[src/logic/pdws_defs.svh]
// constants for the process data watchdog and status indicator block
`ifndef PDWS_DEFS_SVH
`define PDWS_DEFS_SVH

// register numbers as seen by the protocol engine
`define PDWS_ADDR_WD_TIMEOUT 16'h07D0
`define PDWS_ADDR_FAULT_MODE 16'h07D2
`define PDWS_ADDR_FAIL_REASON 16'h07D4
`define PDWS_ADDR_COMMAND 16'h07D6
`define PDWS_ADDR_STATUS 16'h1F3C
`define PDWS_ADDR_IN_DATA 16'h1F40
`define PDWS_ADDR_OUT_DATA 16'h2328

// reset values
`define PDWS_RST_WD_TIMEOUT 16'h0000
`define PDWS_RST_FAULT_MODE 16'h0000
`define PDWS_RST_FAIL_REASON 16'h0000

// field positions
`define PDWS_STAT_NET_FAIL_BIT 1
`define PDWS_CMD_SET_FAIL_BIT 4
`define PDWS_CMD_ACK_FAIL_BIT 5

// fault response codes
`define PDWS_FMODE_LOW 16'h0000
`define PDWS_FMODE_HIGH 16'h0001
`define PDWS_FMODE_HOLD 16'h0002

// failure reason codes
`define PDWS_REASON_USER 16'h0009
`define PDWS_REASON_WATCHDOG 16'h000C
`define PDWS_REASON_MONITOR 16'h000D

// timing
`define PDWS_CLK_PERIOD_PS 25000
`define PDWS_TICK_PERIOD_PS 1000000000
`define PDWS_BLINK_HALF_MS 250

`endif

[src/logic/pdws_pkg.sv]
// types shared by the process data watchdog and status indicator block
package pdws_pkg;

  typedef struct packed {
    logic green;
    logic yellow;
    logic red;
  } pdws_led_type;

  typedef struct packed {
    logic [1:0] link;
    logic [1:0] traffic;
    logic sens_ok;
    logic sens_overload;
    logic actr_ok;
    logic over_temp;
    logic [15:0] chan_in;
    logic [15:0] chan_fault;
  } pdws_pins_type;

  typedef struct packed {
    logic dev_ready;
    logic fw_update;
    logic switch_invalid;
    logic conn_possible;
    logic conn_open;
    logic addr_request;
    logic ip_invalid;
    logic ip_conflict;
  } pdws_net_type;

  typedef struct packed {
    logic wr;
    logic rd;
    logic [15:0] addr;
    logic [15:0] wdata;
  } pdws_req_type;

  typedef struct packed {
    logic valid;
    logic exc;
    logic [15:0] rdata;
  } pdws_resp_type;

  typedef enum logic [1:0] {
    WD_OFF = 2'b00,
    WD_WAIT = 2'b01,
    WD_RUN = 2'b10,
    WD_HALT = 2'b11
  } pdws_wd_state_type;

endpackage

[src/logic/pdws_tick.sv]
// millisecond tick and indicator blink generator
`timescale 1ns/1ps
`include "pdws_defs.svh"

module pdws_tick #(
  parameter int MS_CYCLES = 40000
) (
  input wire logic ref_clk,
  input wire logic rst,
  output logic ms_tick,
  output logic blink
);

  logic [15:0] div_r;
  logic [15:0] div_nxt;
  logic [7:0] half_r;
  logic [7:0] half_nxt;
  logic tick_r;
  logic tick_nxt;
  logic blink_r;
  logic blink_nxt;

  always_comb begin
    div_nxt = div_r + 16'h0001;
    tick_nxt = 1'b0;
    half_nxt = half_r;
    blink_nxt = blink_r;
    if (div_r == 16'(MS_CYCLES - 1)) begin
      div_nxt = 16'h0000;
      tick_nxt = 1'b1;
      half_nxt = half_r + 8'h01;
      if (half_r == 8'(`PDWS_BLINK_HALF_MS - 1)) begin
        half_nxt = 8'h00;
        blink_nxt = ~blink_r;
      end
    end
  end

  always_ff @(posedge ref_clk or posedge rst) begin
    if (rst) begin
      div_r <= 16'h0000;
      half_r <= 8'h00;
      tick_r <= 1'b0;
      blink_r <= 1'b0;
    end else begin
      div_r <= div_nxt;
      half_r <= half_nxt;
      tick_r <= tick_nxt;
      blink_r <= blink_nxt;
    end
  end

  assign ms_tick = tick_r;
  assign blink = blink_r;

endmodule // pdws_tick

[src/logic/pdws_watchdog.sv]
// process data watchdog, net failure handling, output drive and status indicators
`timescale 1ns/1ps
`include "pdws_defs.svh"

module pdws_watchdog
  import pdws_pkg::*;
#(
  parameter int MS_CYCLES = `PDWS_TICK_PERIOD_PS / `PDWS_CLK_PERIOD_PS
) (
  input wire logic ref_clk,
  input wire logic rst,
  input wire pdws_pkg::pdws_req_type req,
  output pdws_pkg::pdws_resp_type resp,
  output logic cmd_error,
  input wire logic mon_timeout,
  input wire logic manual_ack_mode,
  input wire logic [15:0] chan_is_output,
  input wire pdws_pkg::pdws_net_type net_state,
  input wire pdws_pkg::pdws_pins_type pins,
  output logic [15:0] chan_drive,
  output logic net_fail,
  output logic [1:0] port_link_indicator,
  output logic [1:0] port_activity_indicator,
  output pdws_pkg::pdws_led_type ready_led,
  output pdws_pkg::pdws_led_type net_led,
  output pdws_pkg::pdws_led_type sensor_supply_indicator,
  output pdws_pkg::pdws_led_type actuator_supply_indicator,
  output pdws_pkg::pdws_led_type [15:0] chan_led
);

  import pdws_pkg::*;

  ////////////////////////////////////////////////////////////////////////////
  // pin synchronisers and timebase

  pdws_pins_type pins_meta_r;
  pdws_pins_type pins_r;
  logic ms_tick;
  logic blink;

  always_ff @(posedge ref_clk or posedge rst) begin
    if (rst) begin
      pins_meta_r <= '0;
      pins_r <= '0;
    end else begin
      pins_meta_r <= pins;
      pins_r <= pins_meta_r;
    end
  end

  pdws_tick #(
    .MS_CYCLES(MS_CYCLES)
  ) u_tick (
    .ref_clk(ref_clk),
    .rst(rst),
    .ms_tick(ms_tick),
    .blink(blink)
  );

  ////////////////////////////////////////////////////////////////////////////
  // register access, watchdog and failure state

  logic [15:0] timeout_r;
  logic [15:0] timeout_nxt;
  logic [15:0] fmode_r;
  logic [15:0] fmode_nxt;
  logic [15:0] reason_r;
  logic [15:0] reason_nxt;
  logic [15:0] out_data_r;
  logic [15:0] out_data_nxt;
  logic [15:0] drive_r;
  logic [15:0] drive_nxt;
  logic [15:0] wd_cnt_r;
  logic [15:0] wd_cnt_nxt;
  pdws_wd_state_type wd_state_r;
  pdws_wd_state_type wd_state_nxt;
  logic fail_r;
  logic fail_nxt;
  pdws_resp_type resp_r;
  pdws_resp_type resp_nxt;
  logic cmd_err_r;
  logic cmd_err_nxt;
  logic out_write;
  logic cmd_write;
  logic cmd_one_hot;
  logic ack;
  logic wd_expire;
  logic user_set;

  // exactly one bit set in the command word
  assign cmd_one_hot = (req.wdata != 16'h0000) && ((req.wdata & (req.wdata - 16'h0001)) == 16'h0000);
  assign out_write = req.wr && (req.addr == `PDWS_ADDR_OUT_DATA);
  assign cmd_write = req.wr && (req.addr == `PDWS_ADDR_COMMAND);
  assign user_set = cmd_write && cmd_one_hot && req.wdata[`PDWS_CMD_SET_FAIL_BIT];

  always_comb begin
    timeout_nxt = timeout_r;
    fmode_nxt = fmode_r;
    reason_nxt = reason_r;
    out_data_nxt = out_data_r;
    wd_cnt_nxt = wd_cnt_r;
    wd_state_nxt = wd_state_r;
    fail_nxt = fail_r;
    cmd_err_nxt = 1'b0;
    resp_nxt = '0;
    ack = 1'b0;
    wd_expire = 1'b0;

    // register writes
    if (req.wr) begin
      resp_nxt.valid = 1'b1;
      case (req.addr)
        `PDWS_ADDR_WD_TIMEOUT: timeout_nxt = req.wdata;
        `PDWS_ADDR_FAULT_MODE: begin
          if (req.wdata <= `PDWS_FMODE_HOLD) begin
            fmode_nxt = req.wdata;
          end else begin
            resp_nxt.exc = 1'b1;
          end
        end
        `PDWS_ADDR_OUT_DATA: out_data_nxt = req.wdata;
        `PDWS_ADDR_COMMAND: begin
          if (!cmd_one_hot) begin
            resp_nxt.exc = 1'b1;
            cmd_err_nxt = 1'b1;
          end
        end
        default: resp_nxt.exc = 1'b1;
      endcase
    end else if (req.rd) begin
      // reads leave the watchdog alone
      resp_nxt.valid = 1'b1;
      case (req.addr)
        `PDWS_ADDR_WD_TIMEOUT: resp_nxt.rdata = timeout_r;
        `PDWS_ADDR_FAULT_MODE: resp_nxt.rdata = fmode_r;
        `PDWS_ADDR_FAIL_REASON: resp_nxt.rdata = reason_r;
        `PDWS_ADDR_STATUS: resp_nxt.rdata[`PDWS_STAT_NET_FAIL_BIT] = fail_r;
        `PDWS_ADDR_IN_DATA: resp_nxt.rdata = pins_r.chan_in & ~chan_is_output;
        `PDWS_ADDR_OUT_DATA: resp_nxt.rdata = out_data_r;
        default: resp_nxt.exc = 1'b1;
      endcase
    end

    // acknowledge paths
    if (manual_ack_mode) begin
      ack = cmd_write && cmd_one_hot && req.wdata[`PDWS_CMD_ACK_FAIL_BIT];
    end else begin
      ack = out_write;
    end

    // watchdog sequence
    case (wd_state_r)
      WD_OFF: begin
        wd_cnt_nxt = 16'h0000;
        if (timeout_r != 16'h0000) begin
          wd_state_nxt = WD_WAIT;
        end
      end
      WD_WAIT: begin
        wd_cnt_nxt = 16'h0000;
        if (out_write) begin
          wd_state_nxt = WD_RUN;
        end
      end
      WD_RUN: begin
        if (out_write) begin
          wd_cnt_nxt = 16'h0000;
        end else if (ms_tick) begin
          // a shortened timeout below the running count expires at the next ms_tick
          if (wd_cnt_r >= timeout_r - 16'h0001) begin
            wd_expire = 1'b1;
            wd_state_nxt = WD_HALT;
          end else begin
            wd_cnt_nxt = wd_cnt_r + 16'h0001;
          end
        end
      end
      WD_HALT: begin
        wd_cnt_nxt = 16'h0000;
        if (ack) begin
          wd_state_nxt = WD_RUN;
        end
      end
      default: wd_state_nxt = WD_OFF;
    endcase

    // a zero timeout is the one way to stop it
    if (timeout_nxt == 16'h0000) begin
      wd_state_nxt = WD_OFF;
    end else if (ack && fail_r && wd_state_r != WD_OFF) begin
      wd_state_nxt = WD_RUN;
      wd_cnt_nxt = 16'h0000;
    end

    // failure flag: any new cause wins over a same-cycle acknowledge
    if (ack) begin
      fail_nxt = 1'b0;
    end
    if (wd_expire || mon_timeout || user_set) begin
      fail_nxt = 1'b1;
    end
    if (user_set) begin
      reason_nxt = `PDWS_REASON_USER;
    end
    if (mon_timeout) begin
      reason_nxt = `PDWS_REASON_MONITOR;
    end
    if (wd_expire) begin
      reason_nxt = `PDWS_REASON_WATCHDOG;
    end

    // output drive follows substitutes while failed
    drive_nxt = out_data_r;
    if (fail_r) begin
      case (fmode_r)
        `PDWS_FMODE_LOW: drive_nxt = 16'h0000;
        `PDWS_FMODE_HIGH: drive_nxt = 16'hFFFF;
        default: drive_nxt = drive_r;
      endcase
    end
    drive_nxt = drive_nxt & chan_is_output;
  end

  always_ff @(posedge ref_clk or posedge rst) begin
    if (rst) begin
      timeout_r <= `PDWS_RST_WD_TIMEOUT;
      fmode_r <= `PDWS_RST_FAULT_MODE;
      reason_r <= `PDWS_RST_FAIL_REASON;
      out_data_r <= 16'h0000;
      drive_r <= 16'h0000;
      wd_cnt_r <= 16'h0000;
      wd_state_r <= WD_OFF;
      fail_r <= 1'b0;
      resp_r <= '0;
      cmd_err_r <= 1'b0;
    end else begin
      timeout_r <= timeout_nxt;
      fmode_r <= fmode_nxt;
      reason_r <= reason_nxt;
      out_data_r <= out_data_nxt;
      drive_r <= drive_nxt;
      wd_cnt_r <= wd_cnt_nxt;
      wd_state_r <= wd_state_nxt;
      fail_r <= fail_nxt;
      resp_r <= resp_nxt;
      cmd_err_r <= cmd_err_nxt;
    end
  end

  ////////////////////////////////////////////////////////////////////////////
  // indicators

  logic [1:0] link_led_r;
  logic [1:0] link_led_nxt;
  logic [1:0] traffic_led_r;
  logic [1:0] traffic_led_nxt;
  pdws_led_type rdy_r;
  pdws_led_type rdy_nxt;
  pdws_led_type net_r;
  pdws_led_type net_nxt;
  pdws_led_type sens_r;
  pdws_led_type sens_nxt;
  pdws_led_type actr_r;
  pdws_led_type actr_nxt;
  pdws_led_type [15:0] chan_r;
  pdws_led_type [15:0] chan_nxt;

  always_comb begin
    link_led_nxt = pins_r.link;
    traffic_led_nxt = pins_r.traffic;

    rdy_nxt = '0;
    if (!net_state.dev_ready) begin
      rdy_nxt = '0;
    end else if (net_state.switch_invalid) begin
      rdy_nxt.red = 1'b1;
    end else if (pins_r.over_temp || !pins_r.sens_ok || pins_r.sens_overload) begin
      rdy_nxt.green = blink;
      rdy_nxt.yellow = ~blink;
    end else if (net_state.fw_update) begin
      rdy_nxt.green = blink;
    end else begin
      rdy_nxt.green = 1'b1;
    end

    net_nxt = '0;
    if (!net_state.dev_ready) begin
      net_nxt = '0;
    end else if (fail_r) begin
      net_nxt.red = 1'b1;
    end else if (net_state.ip_conflict) begin
      net_nxt.red = blink;
    end else if (net_state.ip_invalid) begin
      net_nxt.yellow = 1'b1;
    end else if (net_state.addr_request) begin
      net_nxt.yellow = blink;
    end else if (net_state.conn_open) begin
      net_nxt.green = 1'b1;
    end else if (net_state.conn_possible) begin
      net_nxt.green = blink;
    end

    sens_nxt = '0;
    if (pins_r.sens_overload) begin
      sens_nxt.red = 1'b1;
    end else if (pins_r.sens_ok) begin
      sens_nxt.green = 1'b1;
    end

    actr_nxt = '0;
    actr_nxt.green = pins_r.actr_ok;
  end

  // entry 8*byte+bit, so labels 00..07 then 10..17
  genvar ch;
  generate
    for (ch = 0; ch < 16; ch++) begin : g_chan
      always_comb begin
        chan_nxt[ch] = '0;
        if (!chan_is_output[ch]) begin
          chan_nxt[ch].green = pins_r.chan_in[ch];
        end else if (pins_r.chan_fault[ch]) begin
          chan_nxt[ch].red = 1'b1;
        end else begin
          chan_nxt[ch].yellow = drive_r[ch];
        end
      end
    end
  endgenerate

  always_ff @(posedge ref_clk or posedge rst) begin
    if (rst) begin
      link_led_r <= 2'h0;
      traffic_led_r <= 2'h0;
      rdy_r <= '0;
      net_r <= '0;
      sens_r <= '0;
      actr_r <= '0;
      chan_r <= '0;
    end else begin
      link_led_r <= link_led_nxt;
      traffic_led_r <= traffic_led_nxt;
      rdy_r <= rdy_nxt;
      net_r <= net_nxt;
      sens_r <= sens_nxt;
      actr_r <= actr_nxt;
      chan_r <= chan_nxt;
    end
  end

  ////////////////////////////////////////////////////////////////////////////
  // outputs

  assign resp = resp_r;
  assign cmd_error = cmd_err_r;
  assign chan_drive = drive_r;
  assign net_fail = fail_r;
  assign port_link_indicator = link_led_r;
  assign port_activity_indicator = traffic_led_r;
  assign ready_led = rdy_r;
  assign net_led = net_r;
  assign sensor_supply_indicator = sens_r;
  assign actuator_supply_indicator = actr_r;
  assign chan_led = chan_r;

endmodule // pdws_watchdog

[config.mk]
export PLATFORM = sky130hd
export DESIGN_NAME = pdws_watchdog
export DESIGN_NICKNAME = d
export VERILOG_FILES = /design/src/logic/pdws_pkg.sv /design/src/logic/pdws_tick.sv /design/src/logic/pdws_watchdog.sv
export VERILOG_INCLUDE_DIRS = /design/src /design/src/logic
export SDC_FILE = /design/constraint.sdc
export NUM_CORES = 1
export LEC_CHECK = 0
export ABC_AREA = 1
export BUFFER_PORTS_ARGS = -buffer_cell sky130_fd_sc_hd__buf_2
export CAP_MARGIN = 20
export CELL_PAD_IN_SITES_DETAIL_PLACEMENT = 1
export CELL_PAD_IN_SITES_GLOBAL_PLACEMENT = 1
export CORE_UTILIZATION = 40
export CTS_BUF_LIST = sky130_fd_sc_hd__clkbuf_4 sky130_fd_sc_hd__clkbuf_8
export DETAILED_ROUTE_END_ITERATION = 10
export HOLD_SLACK_MARGIN = 0.12
export PLACE_DENSITY_LB_ADDON = 0.1
export SLEW_MARGIN = 30
export SYNTH_ARGS = -nofsm -noshare
export SYNTH_HDL_FRONTEND = slang
export SYNTH_HIERARCHICAL = 1
export SYNTH_SLANG_ARGS = --single-unit
[constraint.sdc]
create_clock -name ref_clk -period 7.5 [get_ports ref_clk]
set_input_delay 0.75 -clock ref_clk [delete_from_list [all_inputs] [get_ports ref_clk]]
set_output_delay 0.75 -clock ref_clk [all_outputs]
set_load 0.03 [all_outputs]
==> impl_metrics.csv, run 1 <==
group,metric,value,unit
floorplanning,dieArea,0.0307,mm^2
synthesis,ys_seq_area_share,56.7,%
placed_design,io_buffers,198,
clock_tree,clock_path_buffers,3,
layout,layoutNonFillerInstCount,1968,
min_path,hold_path_class,"in -> async",
synthesis,yosys-top-cells-count,"sky130_fd_sc_hd__dfrtp_1 (272), sky130_fd_sc_hd__nand2_1 (247), sky130_fd_sc_hd__inv_1 (193)",
detailed_routing,post-route-drc-count,0,
global_routing,initial_antenna_violation_count,5,
setup_path,crit_path_max_incr_delay,0.40,ns
floorplanning,io-pin-count,202,
setup_path,r2r.worst_path.cells,19,
synthesis,synth-main-ff-cell,"sky130_fd_sc_hd__dfrtp_1",
placed_design,numPlacedInstances,1884,
power_and_ir_drop,vdd.ir_drop.worst,0.000133,V
clock_tree,clk_latency,0.57,ns
setup_path,setup.worst_path.start_class,"register",
setup_path,classification_of_the_worst_setup_path,"reg -> reg",
detailed_routing,viasPerCell,4.93,
timing,layout_worst_path_cycle_share,54.0,%
clock_tree,cts.repair_timing.setup_buffer_count,0,
clock_tree,postCtsHoldBufs,0,
floorplanning,fp.dieW,175,um
global_routing,grt_usage,22.6,%
timing,max_clock_freq,247,MHz
setup_path,crit_path_end_kind,"register",
synthesis,yosysWarnings,6,
timing,maxSlewHeadroom,39.4,%
clock_tree,cts-resized-gates,0,
run,cap_violations,0,
timing,hold-worst-slack,0.266,ns
setup_path,path_cells,"inv_1, nand3_1, nor3_1, nand3_1, nor3_1, nand3_1, nor3_1, xor2_1, inv_1, ha_1, a21oi_1, o21ai_0, a21oi_1, nand4_1, inv_1, nand3_1, a21o_1, nor2_1, o21a_1",
layout,fillers,3539,
synthesis,synth_area,0.0120,mm^2
detailed_routing,wl_per_cell,17.2,um
layout,drive_above_1_share,21.5,%
synthesis,yosysUniqueCellTypes,53,
layout,area.growth.synth_to_final,19.7,%
floorplanning,die_height,175,um
timing,final_hold_viol_count,0,
layout,post-route-util,48.6,%
global_routing,grt.overflow.total,0,
status,status,"finished clean",
layout,num-nets-final,1668,
timing,timing_worst_slew_pin_value,0.910,ns
synthesis,postSynth.asyncResetShare,100,%
detailed_routing,dr.first_iter.drc_count,409,
clock_tree,numCtsBuffers,47,
power_and_ir_drop,power_density,211,mW/mm^2
placed_design,gp_routability_congestion,0.858,
synthesis,syn_avg_cell_area,9.11,um^2
setup_path,critPathMaxFanout,11,
timing,finalSetupViolCount,0,
detailed_routing,first_pass_iters,5,
timing,final_critical_path_setup_slack,3.45,ns
detailed_routing,antenna_violating_nets_post_route,0,
synthesis,synth_largest_area_cell,"sky130_fd_sc_hd__dfrtp_1",
clock_tree,cts_tree,"yes",
detailed_routing,routed-via-count,9706,
setup_path,crit_required,8.00,ns
synthesis,synth_area_leaders,"sky130_fd_sc_hd__dfrtp_1 (57%), sky130_fd_sc_hd__nand2_1 (7.7%), sky130_fd_sc_hd__inv_1 (6.0%)",
global_routing,grt_first_pass_wirelength,54600,um
global_routing,first_global_vias,10200,
timing,finalWorstPathRequiredPeriod,4.05,ns
setup_path,data_arrival_time_of_the_worst_path,4.54,ns
synthesis,netlist.area_leader.share,56.7,%
floorplanning,coreArea,0.0296,mm^2
synthesis,synth-edff-count,0,
floorplanning,std_cell_rows,63,
floorplanning,initial_standard_cell_utilization_of_the_core,40.6,%
synthesis,dominant_cell_by_count_in_the_synthesized_netlist,"sky130_fd_sc_hd__dfrtp_1",
timing,rsz_0062_raised_after_global_routing,"no",
clock_tree,clkSinkCount,272,
clock_tree,cts-root-buf,"sky130_fd_sc_hd__clkbuf_8",
timing,timing_max_transition_violations_final,0,
setup_path,critical_path.most_common_cell,"sky130_fd_sc_hd__nand3_1",
synthesis,ys_seq_elements,272,
power_and_ir_drop,leakage_power_summed_over_all_cells,7.53,nW
setup_path,critical-path-slowest-cell,"sky130_fd_sc_hd__dfrtp_1",
clock_tree,clk_pin_slew,0.06,ns
timing,clock_skew,0.0150,ns
synthesis,postSynthCellCount,1319,
placed_design,placement.setup.worst_slack,3.44,ns
placed_design,post-dp-hpwl,24600,um
timing,sum_of_negative_setup_slack,0,ns
global_routing,maximum_number_of_pins_on_one_net_before_global_route_repair,173,
detailed_routing,wl,33800,um
clock_tree,htree_levels,2,
critical path, delay by kind of cell, from the launching register on:
| kind | cells | cell delay [ns] |
|---|---|---|
| fa+ha+maj | 1 | 0.31 |
| compound gates | 5 | 0.71 |
| simple gates | 9 | 1.80 |
| flops | 1 | 0.40 |
| xor+xnor | 1 | 0.16 |
| buf+inv | 3 | 0.58 |
cell families (layout without fill, tap and decap cells):
family,count (synthesis),after routing,synth area share (%)
buf+inv,243,497,8.19
simple gates,574,574,21.4
other cells,1,6,0.0312
fa+ha+maj,22,22,2.29
compound gates,175,175,9.07
flops,272,272,56.7
xor+xnor,32,32,2.33
through the flow:
stage                     total power, mW  instance area [um^2]
after CTS                            3.09                 14300
after floorplan                      1.62                 12000
after global placement               1.69                 13400
final                                3.04                 14400
after global routing                 3.16                 14400
after detailed placement             1.69                 13400
where the power goes:
| group | internal (mW) | switching, mW |
|---|---|---|
| logic | 0.0413 | 0.109 |
| registers | 1.50 | 0.0105 |
| clock network | 0.763 | 0.609 |
| total | 2.31 | 0.728 |
sequential cells by signal, indices dropped and copies added (netlist names), 2 cells and up:
signal and flops:
chan_drive 16, chan_led 48, fmode_r 16, link_led_nxt 2, net_led 3, out_data_r 16
pins_meta_r 40, pins_r 35, port_activity_indicator 2, port_link_indicator 2, ready_led 3, reason_r 3
resp 18, sensor_supply_indicator 2, timeout_r 16, traffic_led_nxt 2, u_tick/div_r 16, u_tick/half_r 8
wd_cnt_r 16, wd_state_r 2
layout by cell type (no fill, tap or decap), types with 3 or more instances in the layout:
cell type	Yosys	layout
sky130_fd_sc_hd__dfrtp_1	272	272
sky130_fd_sc_hd__nand2_1	247	247
sky130_fd_sc_hd__buf_2	2	198
sky130_fd_sc_hd__inv_1	193	191
sky130_fd_sc_hd__nor2_1	170	170
sky130_fd_sc_hd__clkbuf_8	0	59
sky130_fd_sc_hd__nand3_1	55	55
sky130_fd_sc_hd__a21oi_1	48	48
sky130_fd_sc_hd__o21ai_0	41	41
sky130_fd_sc_hd__nor3_1	29	29
sky130_fd_sc_hd__xor2_1	28	28
sky130_fd_sc_hd__ha_1	22	22
sky130_fd_sc_hd__nand4_1	21	21
sky130_fd_sc_hd__o211ai_1	20	20
sky130_fd_sc_hd__o21a_1	17	17
sky130_fd_sc_hd__inv_2	14	15
sky130_fd_sc_hd__nor4_1	14	14
sky130_fd_sc_hd__a211oi_1	11	11
sky130_fd_sc_hd__clkbuf_4	0	11
sky130_fd_sc_hd__a221oi_1	9	9
sky130_fd_sc_hd__o22ai_1	8	8
sky130_fd_sc_hd__nor3_2	7	7
sky130_fd_sc_hd__o21ai_2	7	7
sky130_fd_sc_hd__clkinv_2	0	7
sky130_fd_sc_hd__o21ai_1	6	6
sky130_fd_sc_hd__clkinv_1	5	5
sky130_fd_sc_hd__nand2_2	5	5
sky130_fd_sc_hd__nor2_2	4	4
sky130_fd_sc_hd__xnor2_1	4	4
sky130_fd_sc_hd__diode_2	0	3
sky130_fd_sc_hd__nand3_2	3	3
sky130_fd_sc_hd__or2_1	3	3
sky130_fd_sc_hd__o21bai_1	3	3
sky130_fd_sc_hd__conb_1	1	3
sky130_fd_sc_hd__nor2_4	3	3
metal layers:
layer  wire, um  part of all wire [%]  GRT usage [%]
met1      15000                    44           29.7
met2      16500                    49           37.8
met3       1500                   4.4           4.20
met4        807                   2.4           6.88
met5         23                 0.068              0
area by class of cell:
class	instances	area, um^2	area share, %
Sequential cell	272	6810	47.3
Multi-Input combinational cell	806	4240	29.5
Inverter	214	815	5.66
Timing Repair Buffer	203	1060	7.41
Clock inverter	10	67.6	0.470
Tap cell	390	488	3.39
Antenna cell	3	7.51	0.0522
Clock buffer	70	895	6.22
path summary, 6_finish.rpt:
path | endpoint | slack (ns) | from
max | wd_cnt_r[4]$_DFF_PP0_ | 3.45 | timeout_r[2]$_DFF_PP0_
min | chan_led[36]$_DFF_PP0_ | 0.27 | rst
max reg2reg | wd_cnt_r[4]$_DFF_PP0_ | 3.45 | timeout_r[2]$_DFF_PP0_
min reg2reg | port_activity_indicator[0]$_DFF_PP0_ | 0.34 | traffic_led_nxt[0]$_DFF_PP0_
max in group asynchronous | fmode_r[9]$_DFFE_PP0P_ | 5.67 | rst
min in group ref_clk | pins_meta_r[32]$_DFF_PP0_ | 0.29 | pins[32]
Power figures use the tool's default switching activity.
==> run 2: changes to the inputs <==
==> constraint.sdc (replaced) <==
create_clock -name ref_clk -period 3.3 [get_ports ref_clk]
set_input_delay 0.33 -clock ref_clk [delete_from_list [all_inputs] [get_ports ref_clk]]
set_output_delay 0.33 -clock ref_clk [all_outputs]
set_load 0.03 [all_outputs]
==> run 2 against run 1 <==
  * Flip-flop and latch count unchanged
  * Critical path type unchanged
  * Hold slack got worse by 0.097 ns
  * Non-clock buffer count up 107
  * Cell count rose by 5.7%
  * Highest routed layer is now met4
  * Sequential share of layout area down 4.2 points
  * Clock skew grew 0.0086 ns
  * Setup slack got worse by 3.4 ns
  * Via count up 5.6%
  * First-iteration DRC count rose by 44%
  * Clock-buffer cell count up 3
  * Die area did not move
  * Critical path depth rose by 2
==> impl_metrics.csv, run 2 (same netlist as run 1, synthesis figures left out) <==
group,metric,value,unit
global_routing,first_global_vias,10800,
power_and_ir_drop,power.share.combinational,5.8,%
detailed_routing,antenna_violating_nets_post_route,0,
clock_tree,clock_path_buffers,3,
placed_design,io_buffers,198,
setup_path,cp-startpoint,"timeout_r[1]$_DFF_PP0_",
setup_path,critPathMaxFanout,8,
detailed_routing,first_pass_iters,4,
global_routing,maximum_number_of_pins_on_one_net_before_global_route_repair,79,
power_and_ir_drop,seq_power_share,46.7,%
detailed_routing,dr.first_iter.drc_count,591,
power_and_ir_drop,leakage_power_summed_over_all_cells,8.08,nW
clock_tree,cts_tree,"yes",
timing,finalSetupViolCount,0,
min_path,hold_path_class,"in -> reg",
placed_design,place_area,0.0136,mm^2
timing,timing_max_transition_violations_final,0,
power_and_ir_drop,clockPowerShare,47.5,%
floorplanning,io-pin-count,202,
layout,num-nets-final,1777,
detailed_routing,wl_per_cell,17.5,um
timing,maxSlewHeadroom,39.3,%
floorplanning,std_cell_rows,63,
timing,hold-worst-slack,0.169,ns
timing,clock_skew,0.0235,ns
floorplanning,die_height,175,um
detailed_routing,routed-via-count,10300,
setup_path,classification_of_the_worst_setup_path,"reg -> reg",
clock_tree,cts-root-buf,"sky130_fd_sc_hd__clkbuf_8",
setup_path,crit_path_end,"wd_cnt_r[12]$_DFF_PP0_",
clock_tree,clk_latency,0.58,ns
layout,post-route-cell-area,0.0158,mm^2
placed_design,post-dp-hpwl,25400,um
detailed_routing,viasPerCell,4.93,
layout,drive_above_1_share,24.2,%
setup_path,crit_path_end_kind,"register",
timing,layout_worst_path_cycle_share,97.4,%
global_routing,initial_antenna_violation_count,0,
timing,max_clock_freq,311,MHz
status,status,"finished clean",
floorplanning,fp.dieW,175,um
layout,area.growth.synth_to_final,31.3,%
placed_design,gp_routability_congestion,0.857,
setup_path,crit_path_max_incr_delay,0.38,ns
timing,final_hold_viol_count,0,
setup_path,critPathBufInv,4,
timing,sum_of_negative_setup_slack,0,ns
clock_tree,htree_levels,2,
power_and_ir_drop,vdd.ir_drop.worst,0.000304,V
layout,layout.cells.most_common_list,"sky130_fd_sc_hd__dfrtp_1 (272), sky130_fd_sc_hd__nand2_1 (243), sky130_fd_sc_hd__buf_2 (198)",
floorplanning,dieArea,0.0307,mm^2
setup_path,path_cells,"inv_2, buf_6, ha_4, nand3_4, nor2_4, nand3_1, nor3_2, xor2_1, inv_1, ha_4, nand4_1, nor3_2, nand3_2, nand3_4, clkbuf_16, nand2_2, o21ai_1, nand2_1, o211ai_1, nor2_1, o21a_1",
clock_tree,numCtsBuffers,49,
power_and_ir_drop,power.internal,5.62,mW
power_and_ir_drop,p_total,7.37,mW
layout,fillers,3489,
global_routing,grt_first_pass_wirelength,57700,um
layout,largest_reg_flops,48,
detailed_routing,post-route-drc-count,0,
global_routing,grt.overflow.total,0,
clock_tree,clk_pin_slew,0.06,ns
timing,timing_worst_slew_pin_value,0.910,ns
setup_path,setup.worst_path.start_class,"register",
floorplanning,coreArea,0.0296,mm^2
power_and_ir_drop,power_density,467,mW/mm^2
timing,finalWorstPathRequiredPeriod,3.22,ns
timing,rsz_0062_raised_after_global_routing,"yes",
setup_path,rr_endpoint,"wd_cnt_r[12]$_DFF_PP0_",
run,cap_violations,0,
setup_path,cp_depth,21,
setup_path,critPathTopFamily,"simple AND/OR/NAND/NOR gates",
layout,mostFrequentLayoutCell,"sky130_fd_sc_hd__dfrtp_1",
setup_path,r2r.worst_path.cells,21,
layout,post-route-util,53.4,%
setup_path,critical-path-slowest-cell,"sky130_fd_sc_hd__dfrtp_1",
setup_path,crit-reg2reg-launch,"timeout_r[1]$_DFF_PP0_",
setup_path,crit_required,3.76,ns
power_and_ir_drop,net_switching_power,1.75,mW
global_routing,grt_usage,23.9,%
setup_path,data_arrival_time_of_the_worst_path,3.67,ns
power_and_ir_drop,power.switching_fraction,23.7,%
clock_tree,clkSinkCount,272,
layout,antenna_diodes,0,
floorplanning,initial_standard_cell_utilization_of_the_core,40.6,%
detailed_routing,wl,36300,um
setup_path,setup.reg_to_reg.worst_slack,0.08,ns
-- run 2: power by group through the flow --
stage                     Clock, mW  Combinational (mW)  Sequential (mW)
after floorplan                   0               0.120             3.55
after global placement            0               0.344             3.49
after detailed placement          0               0.351             3.50
after CTS                      3.60               0.429             3.44
after global routing           3.74               0.470             3.45
final                          3.50               0.426             3.44
-- run 2: area by class of cell --
class	count	area (um^2)	area share, %
clock buffer	73	930	5.89
inverter	214	815	5.17
tap	390	488	3.09
timing repair buffer	310	2120	13.4
multi-input combinational	806	4440	28.1
sequential	272	6810	43.2
clock inverter	16	175	1.11
-- run 2: repair_timing --
action                                 4_1_cts  5_1_grt
hold buffers                                83        0
endpoints found under the hold margin      184        0
gates resized for setup                      6       51
setup buffers                                1        3
pin swaps                                    1       12
gates cloned                                 0        1
setup endpoints to repair                   21       22
-- run 2: worst min path at each step --
stage                                    startpoint  cells after the start                          endpoint
after floorplan           pins_meta_r[33]$_DFF_PP0_                      0             actr_nxt[2]$_DFF_PP0_
after global placement    pins_meta_r[12]$_DFF_PP0_                      0              pins_r[12]$_DFF_PP0_
after detailed placement  link_led_nxt[1]$_DFF_PP0_                      0  port_link_indicator[1]$_DFF_PP0_
after CTS                                   req[33]                      3                resp[16]$_DFF_PP0_
after global routing                        req[33]                      3                resp[16]$_DFF_PP0_
final                                       req[33]                      3                resp[16]$_DFF_PP0_
-- run 2: worst min-delay path, cell delays in order --
cell                        delay [ns]
sky130_fd_sc_hd__buf_2            0.16
sky130_fd_sc_hd__nand2_1          0.08
sky130_fd_sc_hd__o2111ai_1        0.11
-- run 2: through the flow --
stage,cells,setup WS [ns]
2_1_floorplan,1321,-0.262
4_1_cts,2077,0.0112
5_1_grt,2081,-0.124
3_5_place_dp,1904,-0.0876
6_report,2081,0.0842
3_3_place_gp,1904,0.0905
-- run 2: routing by layer --
metal / GRT usage [%] / share of wire [%] / vias to the layer above
li1: - / - / 4898
met1: 32.1 / 45 / 5024
met2: 39.6 / 48 / 260
met3: 3.61 / 4.3 / 70
met4: 7.64 / 2.7 / 0
met5: 0 / 0 / -
